[src/include/tcp_pkg.sv]
// Package for the cascadable timer pairs: register map, control layout,
// prescale limits and the Wishbone geometry.
// Assumes a 32-bit classic Wishbone bus and a 100 MHz system clock.
package tcp_pkg;

  // ********************************************
  // Bus geometry
  // ********************************************
  localparam int ADR_W  = 8;
  localparam int DAT_W  = 32;
  localparam int REG_W  = 16;
  localparam int NTMR   = 4;
  localparam int NPAIR  = 2;
  localparam int IDX_LO = 2;
  localparam int IDX_HI = 5;

  // ********************************************
  // Register indices (word index = byte address / 4)
  // ********************************************
  localparam logic [3:0] IDX_CTRL_BASE = 4'h0;  // Control of timers 0..3
  localparam logic [3:0] IDX_PER_BASE  = 4'h4;  // Period of timers 0..3
  localparam logic [3:0] IDX_CNT_BASE  = 4'h8;  // Count of timers 0..3
  localparam logic [3:0] IDX_FLAGS     = 4'hc;  // Sticky flags, write one to clear

  // ********************************************
  // Control register layout and write masks
  // ********************************************
  typedef struct packed {
    logic       timer_run_enable;
    logic       rsvd14;
    logic       idle_halt;
    logic [5:0] rsvd12_7;
    logic       gated_accumulation_enable;
    logic [1:0] prescale_ratio_field;
    logic       pair_join_select;
    logic       rsvd2;
    logic       clock_source_select;
    logic       rsvd0;
  } tcp_ctrl_t;

  localparam logic [15:0] CTRL_MASK_LOWER = 16'ha07a;
  localparam logic [15:0] CTRL_MASK_UPPER = 16'ha072;
  localparam logic [15:0] REG_RESET       = 16'h0000;

  // ********************************************
  // Prescale terminal counts
  // ********************************************
  localparam logic [1:0] PS_1   = 2'h0;
  localparam logic [1:0] PS_8   = 2'h1;
  localparam logic [1:0] PS_64  = 2'h2;
  localparam logic [1:0] PS_256 = 2'h3;
  localparam logic [7:0] PS_LIM_1   = 8'h00;
  localparam logic [7:0] PS_LIM_8   = 8'h07;
  localparam logic [7:0] PS_LIM_64  = 8'h3f;
  localparam logic [7:0] PS_LIM_256 = 8'hff;

  // ********************************************
  // Clocking
  // ********************************************
  localparam int SYS_CLK_HZ = 100_000_000;

endpackage : tcp_pkg
[src/design/tcp_timer_pairs.sv]
// Two cascadable pairs of 16-bit timers behind a classic Wishbone slave.
// Assumes sys_clk is the oscillator clock; external pins and gates are
// synchronous to it. Timer 0/1 form pair a, timers 2/3 pair b.
// Assumes software sets mode, prescale, source and period before the run bit.
//
// The address map and the Wishbone register port were chosen for this implementation.
`timescale 1ns/1ps

module tcp_timer_pairs (
  input  wire logic                       sys_clk,
  input  wire logic                       rst_b,
  input  wire logic                       cyc_i,
  input  wire logic                       stb_i,
  input  wire logic                       we_i,
  input  wire logic [tcp_pkg::ADR_W-1:0]  adr_i,
  input  wire logic [3:0]                 sel_i,
  input  wire logic [tcp_pkg::DAT_W-1:0]  dat_i,
  output logic      [tcp_pkg::DAT_W-1:0]  dat_o,
  output logic                            ack_o,
  input  wire logic [tcp_pkg::NTMR-1:0]   external_timer_clock_pin,
  input  wire logic [tcp_pkg::NTMR-1:0]   gate_pin,
  input  wire logic                       cpu_idle,
  input  wire logic                       cpu_sleep,
  output logic      [tcp_pkg::NTMR-1:0]   timer_flag,
  output logic                            adc_trigger
);

  // ********************************************
  // Register state
  // ********************************************
  // Per-timer words, ordered lower a, upper a, lower b, upper b
  tcp_pkg::tcp_ctrl_t                     ctrl [tcp_pkg::NTMR];
  logic [tcp_pkg::REG_W-1:0]              per  [tcp_pkg::NTMR];
  logic [tcp_pkg::REG_W-1:0]              cnt  [tcp_pkg::NTMR];
  logic [tcp_pkg::REG_W-1:0]              next_cnt [tcp_pkg::NTMR];
  logic [7:0]                             pre_cnt  [tcp_pkg::NTMR];
  logic [7:0]                             pre_lim  [tcp_pkg::NTMR];
  logic [tcp_pkg::NTMR-1:0]               ext_prev;
  logic [tcp_pkg::NTMR-1:0]               gate_prev;
  logic [tcp_pkg::NTMR-1:0]               run;
  logic [tcp_pkg::NTMR-1:0]               src_pulse;
  logic [tcp_pkg::NTMR-1:0]               tick;
  logic [tcp_pkg::NTMR-1:0]               gate_fall;
  logic [tcp_pkg::NTMR-1:0]               event_set;
  logic [tcp_pkg::NTMR-1:0]               cnt_wr;
  logic                                   inst_phase;
  logic                                   next_adc;

  // ********************************************
  // Bus decode
  // ********************************************
  logic                                   req;
  logic                                   wr_take;
  logic [3:0]                             idx;
  logic [tcp_pkg::REG_W-1:0]              wr_word;
  logic [tcp_pkg::REG_W-1:0]              rd_word;

  // Request presented, and write taken on the edge that sees ack.
  // Acting on a write only while ack_o is high puts the update on the
  // very edge at which the master samples the answer, so a request that
  // is withdrawn early leaves no half-written register behind.
  assign req     = cyc_i & stb_i;
  assign wr_take = req & we_i & ack_o;
  assign idx     = adr_i[tcp_pkg::IDX_HI:tcp_pkg::IDX_LO];

  // Byte-lane merge of the low 16 bits
  // Lanes 2 and 3 carry no register bits and are ignored
  function automatic logic [15:0] lane_merge(input logic [15:0] old_v,
                                             input logic [15:0] new_v,
                                             input logic [1:0]  lanes);
    logic [15:0] r;
    r = old_v;
    if (lanes[0]) begin
      r[7:0] = new_v[7:0];
    end
    if (lanes[1]) begin
      r[15:8] = new_v[15:8];
    end
    return r;
  endfunction : lane_merge

  // Only the low half of the write data reaches the 16-bit registers
  assign wr_word = dat_i[tcp_pkg::REG_W-1:0];

  // Read multiplexer; unmapped words read as zero
  // The flag word shows the live sticky bits; reading never clears them
  // Only bits 15:0 exist; the upper half of the bus reads zero
  always_comb begin
    rd_word = tcp_pkg::REG_RESET;
    case (idx)
      4'h0, 4'h1, 4'h2, 4'h3: rd_word = ctrl[idx[1:0]];
      4'h4, 4'h5, 4'h6, 4'h7: rd_word = per[idx[1:0]];
      4'h8, 4'h9, 4'ha, 4'hb: rd_word = cnt[idx[1:0]];
      tcp_pkg::IDX_FLAGS:     rd_word = {12'h000, timer_flag};
      default:                rd_word = tcp_pkg::REG_RESET;
    endcase
  end

  // Acknowledge one cycle after the request, drop it the cycle after
  // The ~ack_o term forces a gap, so one request yields exactly one ack
  // Unmapped addresses are answered too, so the master never stalls
  always_ff @(posedge sys_clk or negedge rst_b) begin
    if (!rst_b) begin
      ack_o <= 1'b0;
    end else begin
      ack_o <= req & ~ack_o;
    end
  end

  // Read data captured with the acknowledge
  // Loaded on the edge that raises ack, so it stands while ack is high
  // and holds afterwards until the next request, read or write, is captured
  always_ff @(posedge sys_clk or negedge rst_b) begin
    if (!rst_b) begin
      dat_o <= '0;
    end else if (req & ~ack_o) begin
      dat_o <= {16'h0000, rd_word};
    end
  end

  // ********************************************
  // Control and period registers
  // ********************************************
  // Upper timers have no join bit; only lower control can join a pair
  // Upper control stays writable while joined; the pair logic simply does
  // not look at it, so software may prepare split operation in advance
  always_ff @(posedge sys_clk or negedge rst_b) begin
    if (!rst_b) begin
      for (int i = 0; i < tcp_pkg::NTMR; i++) begin
        ctrl[i] <= tcp_pkg::REG_RESET;
        per[i]  <= tcp_pkg::REG_RESET;
      end
    end else if (wr_take) begin
      for (int i = 0; i < tcp_pkg::NTMR; i++) begin
        if (idx == tcp_pkg::IDX_CTRL_BASE + 4'(i)) begin
          ctrl[i] <= lane_merge(ctrl[i], wr_word, sel_i[1:0])
                     & ((i % 2 == 0) ? tcp_pkg::CTRL_MASK_LOWER
                                     : tcp_pkg::CTRL_MASK_UPPER);
        end
        if (idx == tcp_pkg::IDX_PER_BASE + 4'(i)) begin
          per[i] <= lane_merge(per[i], wr_word, sel_i[1:0]);
        end
      end
    end
  end

  // ********************************************
  // Clock sources and prescalers
  // ********************************************
  // Instruction clock runs at half the oscillator rate
  // One free-running phase bit is shared by every internal source, so
  // timers started together stay in step with each other
  always_ff @(posedge sys_clk or negedge rst_b) begin
    if (!rst_b) begin
      inst_phase <= 1'b0;
    end else begin
      inst_phase <= ~inst_phase;
    end
  end

  // Previous pin levels for edge detection
  // Reset to the pins' idle low level, so leaving reset makes no false edge
  // Pins are taken as synchronous, so one register stage suffices
  always_ff @(posedge sys_clk or negedge rst_b) begin
    if (!rst_b) begin
      ext_prev  <= '0;
      gate_prev <= '0;
    end else begin
      ext_prev  <= external_timer_clock_pin;
      gate_prev <= gate_pin;
    end
  end

  // Per-timer source select, gating and prescale
  for (genvar i = 0; i < tcp_pkg::NTMR; i++) begin : g_src
    // Run while on; idle halts only when asked, sleep stops Fosc/2 only
    // Stopping clears the prescaler but keeps the count for software
    assign run[i] = ctrl[i].timer_run_enable
                    & ~(cpu_idle & ctrl[i].idle_halt);

    // External source counts rising pin edges whatever the gate does;
    // the internal source is masked by sleep and, when enabled, by the gate
    always_comb begin
      if (ctrl[i].clock_source_select) begin
        src_pulse[i] = external_timer_clock_pin[i] & ~ext_prev[i];
      end else begin
        src_pulse[i] = inst_phase & ~cpu_sleep
                       & (~ctrl[i].gated_accumulation_enable | gate_pin[i]);
      end
    end

    // Divide ratio decode
    // The terminal count is one less than the ratio, as the count starts at 0
    always_comb begin
      case (ctrl[i].prescale_ratio_field)
        tcp_pkg::PS_256: pre_lim[i] = tcp_pkg::PS_LIM_256;
        tcp_pkg::PS_64:  pre_lim[i] = tcp_pkg::PS_LIM_64;
        tcp_pkg::PS_8:   pre_lim[i] = tcp_pkg::PS_LIM_8;
        tcp_pkg::PS_1:   pre_lim[i] = tcp_pkg::PS_LIM_1;
        default:         pre_lim[i] = tcp_pkg::PS_LIM_1;
      endcase
    end

    // Every tick is a sys_clk-synchronous pulse: no asynchronous counting
    // A tick needs the source pulse that completes the prescale count
    assign tick[i] = run[i] & src_pulse[i] & (pre_cnt[i] == pre_lim[i]);

    // Falling gate edge ends an accumulation period
    // It raises the flag even without a match, as a gated measurement
    // is complete on that edge
    assign gate_fall[i] = run[i] & ctrl[i].gated_accumulation_enable
                          & ~ctrl[i].clock_source_select
                          & gate_prev[i] & ~gate_pin[i];

    // Prescale counter clears while stopped
    // Clearing it keeps the first period after a start a full period long;
    // it advances on source pulses only, never on every sys_clk edge
    always_ff @(posedge sys_clk or negedge rst_b) begin
      if (!rst_b) begin
        pre_cnt[i] <= 8'h00;
      end else if (!run[i]) begin
        pre_cnt[i] <= 8'h00;
      end else if (src_pulse[i]) begin
        pre_cnt[i] <= (pre_cnt[i] == pre_lim[i]) ? 8'h00 : pre_cnt[i] + 8'h01;
      end
    end
  end

  // ********************************************
  // Pair counting
  // ********************************************
  for (genvar p = 0; p < tcp_pkg::NPAIR; p++) begin : g_pair
    localparam int LO = 2 * p;
    localparam int HI = 2 * p + 1;
    logic        joined;
    logic [31:0] cat_cnt;
    logic [31:0] cat_per;
    logic [31:0] cat_next;

    // The join bit lives only in the lower control word; the upper timer
    // keeps its own count and period registers as the high halves
    assign joined  = ctrl[LO].pair_join_select;
    assign cat_cnt = {cnt[HI], cnt[LO]};
    assign cat_per = {per[HI], per[LO]};
    // Match is judged before the add, and the count wraps to zero on it
    assign cat_next = (cat_cnt == cat_per) ? 32'h0000_0000 : cat_cnt + 32'h1;

    always_comb begin
      next_cnt[LO]  = cnt[LO];
      next_cnt[HI]  = cnt[HI];
      event_set[LO] = 1'b0;
      event_set[HI] = 1'b0;
      if (joined) begin
        // Lower control, clock and gate drive the 32-bit count
        // The carry into the high word is part of one 32-bit add
        if (tick[LO]) begin
          {next_cnt[HI], next_cnt[LO]} = cat_next;
          event_set[HI] = (cat_cnt == cat_per);
        end
        event_set[HI] = event_set[HI] | gate_fall[LO];
      end else begin
        // Two independent 16-bit timers, each on its own period and clock
        if (tick[LO]) begin
          next_cnt[LO]  = (cnt[LO] == per[LO]) ? 16'h0000 : cnt[LO] + 16'h0001;
          event_set[LO] = (cnt[LO] == per[LO]);
        end
        if (tick[HI]) begin
          next_cnt[HI]  = (cnt[HI] == per[HI]) ? 16'h0000 : cnt[HI] + 16'h0001;
          event_set[HI] = (cnt[HI] == per[HI]);
        end
        // A falling gate edge flags its own timer only
        event_set[LO] = event_set[LO] | gate_fall[LO];
        event_set[HI] = event_set[HI] | gate_fall[HI];
      end
    end
  end

  // ADC trigger from pair a only: joined match or upper-a match split
  // Built from the same tick and match as the flag, so the pulse rises
  // on the same edge as the flag; pair b has no path to this output
  assign next_adc = ctrl[0].pair_join_select
                    ? (tick[0] & ({cnt[1], cnt[0]} == {per[1], per[0]}))
                    : (tick[1] & (cnt[1] == per[1]));

  // Count registers; a bus write overrides counting in its cycle
  // Counting resumes from the loaded value on the next tick, so a start
  // value may be loaded while the timer runs
  for (genvar i = 0; i < tcp_pkg::NTMR; i++) begin : g_cnt
    assign cnt_wr[i] = wr_take & (idx == tcp_pkg::IDX_CNT_BASE + 4'(i));

    always_ff @(posedge sys_clk or negedge rst_b) begin
      if (!rst_b) begin
        cnt[i] <= tcp_pkg::REG_RESET;
      end else if (cnt_wr[i]) begin
        cnt[i] <= lane_merge(cnt[i], wr_word, sel_i[1:0]);
      end else begin
        cnt[i] <= next_cnt[i];
      end
    end
  end

  // ********************************************
  // Flags and trigger
  // ********************************************
  // Sticky flags, write one to clear; a new event wins over the clear
  // Bits written as zero leave their flag alone, and letting the set win
  // means an event in the clearing cycle is never lost
  always_ff @(posedge sys_clk or negedge rst_b) begin
    if (!rst_b) begin
      timer_flag <= '0;
    end else if (wr_take && idx == tcp_pkg::IDX_FLAGS && sel_i[0]) begin
      timer_flag <= (timer_flag & ~dat_i[tcp_pkg::NTMR-1:0]) | event_set;
    end else begin
      timer_flag <= timer_flag | event_set;
    end
  end

  // One-cycle trigger pulse, registered
  // Registered so the converter sees a clean strobe free of glitches
  always_ff @(posedge sys_clk or negedge rst_b) begin
    if (!rst_b) begin
      adc_trigger <= 1'b0;
    end else begin
      adc_trigger <= next_adc;
    end
  end

endmodule : tcp_timer_pairs

[config.mk]
export PLATFORM = sky130hd
export DESIGN_NAME = tcp_timer_pairs
export DESIGN_NICKNAME = d
export VERILOG_FILES = /design/src/include/tcp_pkg.sv /design/src/design/tcp_timer_pairs.sv
export SDC_FILE = /design/constraint.sdc
export NUM_CORES = 1
export LEC_CHECK = 0
export BUFFER_PORTS_ARGS = -buffer_cell sky130_fd_sc_hd__buf_2
export CAP_MARGIN = 40
export CORE_MARGIN = 2
export CORE_UTILIZATION = 40
export DETAILED_ROUTE_END_ITERATION = 16
export GPL_TIMING_DRIVEN = 0
export PLACE_DENSITY = 0.65
export SETUP_SLACK_MARGIN = 0.1
export SYNTH_ARGS = -nofsm -noshare
export SYNTH_HDL_FRONTEND = slang
export SYNTH_SLANG_ARGS = --single-unit
[constraint.sdc]
create_clock -name sys_clk -period 2.6 [get_ports sys_clk]
set_clock_uncertainty 0.05 [all_clocks]
set_input_delay 0.26 -clock sys_clk [delete_from_list [all_inputs] [get_ports sys_clk]]
set_output_delay 0.26 -clock sys_clk [all_outputs]
set_load 0.03 [all_outputs]
==> summary.md <==
| Metric | Value |
|---|---|
| Clk Latency, worst-skew pair | 550 ps |
| Clock-pin transition on the worst setup and hold timing paths | 70 ps |
| RSZ-0062 raised after global routing | yes |
| Tot Pwr | 0.00882 W |
| Multi-input gate area | 7720 um^2 |
| Period minus WS final | 2520 ps |
| Sequential cell area | 5450 um^2 |
| Row cnt | 66 |
| Power per standard cell area | ~550 nW/um^2 |
| Mapped Avg Cell Area | 9.89 um^2 |
| Final Hold Viols | 0 |
| Die footprint | 34600 um^2 |
| Sequential area share after synthesis | 41.0% |
| Worst Tran Pin Value | 794 ps |
| GRT overflow | 0 |
| Worst setup path category | register to register |
| Final ANT Viol Nets | 0 |
| Die Wd | 186 um |
| Max Clock Freq | 397 MHz |
| Total GRT Usage | 25.4% |
| Clock Tree Buf Depth | 3 |
| CORE AREA | 32600 um^2 |
| Dpl hpwl | 31800 um |
| Cells after synthesis | 1340 |
| Ports | 97 |
| Gpl congestion | 0.966 |
| Fin nets | around 1600 |
| # port buffers | 54 |
| Fin Setup TNS | 0 ps |
| CTS root buf | clkbuf_16 |
| YS warnings | 0 |
| Antenna Cells | 0 |
| CTS tree | done |
| Via count | 11936 |
| Vias per cell | between 6 and 7 |
| First-pass GRT wire length | 66800 um |
| Status | complete, no violations |
| Crit. End Element | register |
| Slew Viols, Final | 0 |
| Chip height | between 150 and 200 um |
| Pre-Repair DR Iteration Count | 5 |
| Worst setup SP type | register |
| Max_cap viols | 0 |
| Vias in the first global route | 11207 |
| Total detailed-routing wirelength | approximately 44000 um |
| Starting density of the core | 40.6% |
| Post-synth EDFFs | 0 |
| Clock Sinks | 217 |
| Prevailing post-synth register cell | dfrtp_1 |
| Peak supply drop | 452 uV |
| Syn Std Cell Area | 13300 um^2 |
| Worst Hold Class | input pin to register |
| Post-route DRC | 0 |
| Largest net degree at the start of global routing | 102 |
| Crit-path max FO | 5 |
| #FFs+latches synth | 217 |
| Final Setup Violations | 0 |
| Leak Pwr | approximately 7.3 nW |
| Rel. slew slack | 47.1% |
| 1st-iter DRT viols | 1137 |
| WP data arrival | 2880 ps |
| Ys async rst share | 100% |
| Synth-to-layout area growth | 22.0% |
| WL per Instance | 22.4 um |
| WP data required | 2970 ps |
| Synth unique cells | 85 |
| Share of cells above drive strength 1 | 29.7% |
| Final Cycle Share | 96.8% |
| Layout fillers | 2966 |
| CTS Buf Count | 26 |
| Level count of the clock H-tree | 1 |
| Initial antenna violation count | 0 |
-- final cells by class --
class	instances	area share (%)
buffer	89	3.18
clock buffer	34	4.52
timing repair buffer	129	5.81
clock inverter	11	0.951
tap	442	3.42
inverter	28	0.650
multi-input combinational	1018	47.8
sequential	217	33.7
-- placed cells by master (no fill, tap or decap), types with 13 or more instances in the layout --
| cell type | count |
|---|---|
| a21oi_1 | 51 |
| a22o_1 | 14 |
| a22oi_1 | 14 |
| and3_1 | 25 |
| buf_2 | 73 |
| buf_4 | 73 |
| clkbuf_1 | 38 |
| clkbuf_16 | 27 |
| conb_1 | 16 |
| dfrtp_1 | 198 |
| dfrtp_2 | 19 |
| inv_1 | 28 |
| mux2_2 | 90 |
| mux4_2 | 38 |
| nand2_1 | 124 |
| nand3_1 | 48 |
| nand4_1 | 25 |
| nor2_1 | 79 |
| nor2b_1 | 17 |
| nor3_1 | 20 |
| o21ai_0 | 104 |
| o21ai_1 | 13 |
| o31ai_1 | 22 |
| xor2_1 | 70 |
-- stage by stage --
stage	area, um^2	cells	worst slack (ps)	util [%]	hold slack, ps
after global placement	14100	1851	-2730	43.3	336
after floorplan	13300	1355	324	-	-85.6
after CTS	15600	1930	85.0	47.7	20.0
final	16200	1968	84.1	49.6	40.5
after detailed placement	14200	1853	-375	43.5	156
after global routing	16200	1968	9.77	49.6	29.8
-- logic make-up (layout without fill, tap and decap cells) --
family	after synthesis	after routing	share of synthesized area [%]
adders and majority gates	8	8	0.755
AOI/OAI and AO/OA	347	347	17.5
and+or+nand+nor	434	434	16.5
xor gates and xnor gates	76	76	5.02
muxes	137	137	14.9
buffers and inverters	120	291	4.32
DFF	217	217	41.0
other	1	16	0.0283
-- metal layers --
metal  wire length, um  global-route usage (%)  vias up  part of all wire (%)
met1             18500                    34.7     5934                    42
met5                 0                       0        -                     0
met3              3290                    3.64      114                   7.4
li1                  -                       -     5309                     -
met2             20700                    41.3      579                    47
met4              1650                    8.57        0                   3.7
-- path summary, 6_finish.rpt --
| kind | cells after the start | start | slack (ps) | to |
|---|---|---|---|---|
| min in group asynchronous | 2 | rst_b | 160 | pre_cnt[1]$_DFFE_PN0P_ |
| worst min-delay path | 3 | dat_i[5] | 40 | cnt[5]$_DFFE_PN0P_ |
| worst max register to register | 8 | ctrl[21]$_DFFE_PN0P_ | 80 | cnt[11]$_DFFE_PN0P_ |
| max in group asynchronous | 3 | rst_b | 1430 | cnt[42]$_DFFE_PN0P_ |
| worst min register to register | 1 | inst_phase$_DFF_PN0_ | 390 | inst_phase$_DFF_PN0_ |
| worst max-delay path | 8 | ctrl[21]$_DFFE_PN0P_ | 80 | cnt[11]$_DFFE_PN0P_ |
-- timing repair --
action,4_1_cts,5_1_grt
buffers inserted,24,35
setup endpoints to repair,61,60
hold endpoints to repair,56,0
gates resized for setup,50,92
cloned,1,4
pin swaps,19,39
hold buffers,9,0
-- report_power, final --
group	internal, W	switching, W
combinational	0.000579	0.000826
clock	0.00227	0.00154
sequential	0.00347	0.000130
-- state kept, by name (all words and copies together) (netlist names) --
name,flops
cnt,64
g_pair.cat_per,64
pre_cnt,32
ctrl,24
dat_o,16
ext_prev,4
gate_prev,4
timer_flag,4
g_pair.joined,2
ack_o,1
adc_trigger,1
inst_phase,1
-- cell usage after synthesis (8+ instances only) --
library cell,instances,share of area [%]
mux2i_1,8,0.60
o21ai_1,15,0.57
nand3b_1,9,0.51
nor2_1,84,2.4
a211oi_1,9,0.51
nand2_1,127,3.6
a22oi_1,16,0.91
nand4_1,25,1.2
a22o_1,14,0.92
nand3_1,49,1.8
and3_1,27,1.3
clkbuf_1,44,1.2
o21ai_0,110,4.2
o31ai_1,24,1.4
xor2_1,72,4.8
mux4_2,38,6.5
mux2_2,90,7.6
a21oi_1,56,2.1
nor4_1,21,0.99
nor3_1,23,0.87
dfrtp_1,217,41
inv_1,28,0.79
a221oi_1,8,0.53
nand2b_1,11,0.52
buf_2,22,0.83
nor2b_1,17,0.80
ha_1,8,0.76
buf_4,17,0.96
-- worst max-delay path, cell delays in order, from the launching register on --
cell and delay [ps]:
dfrtp_1 410, or4_4 530, a221oi_4 250, o2111ai_4 260, o211ai_4 390, o21ai_4 120
buf_6 170, a21oi_4 110, o22ai_2 80
Note: power is estimated with default switching activity, not from simulation.
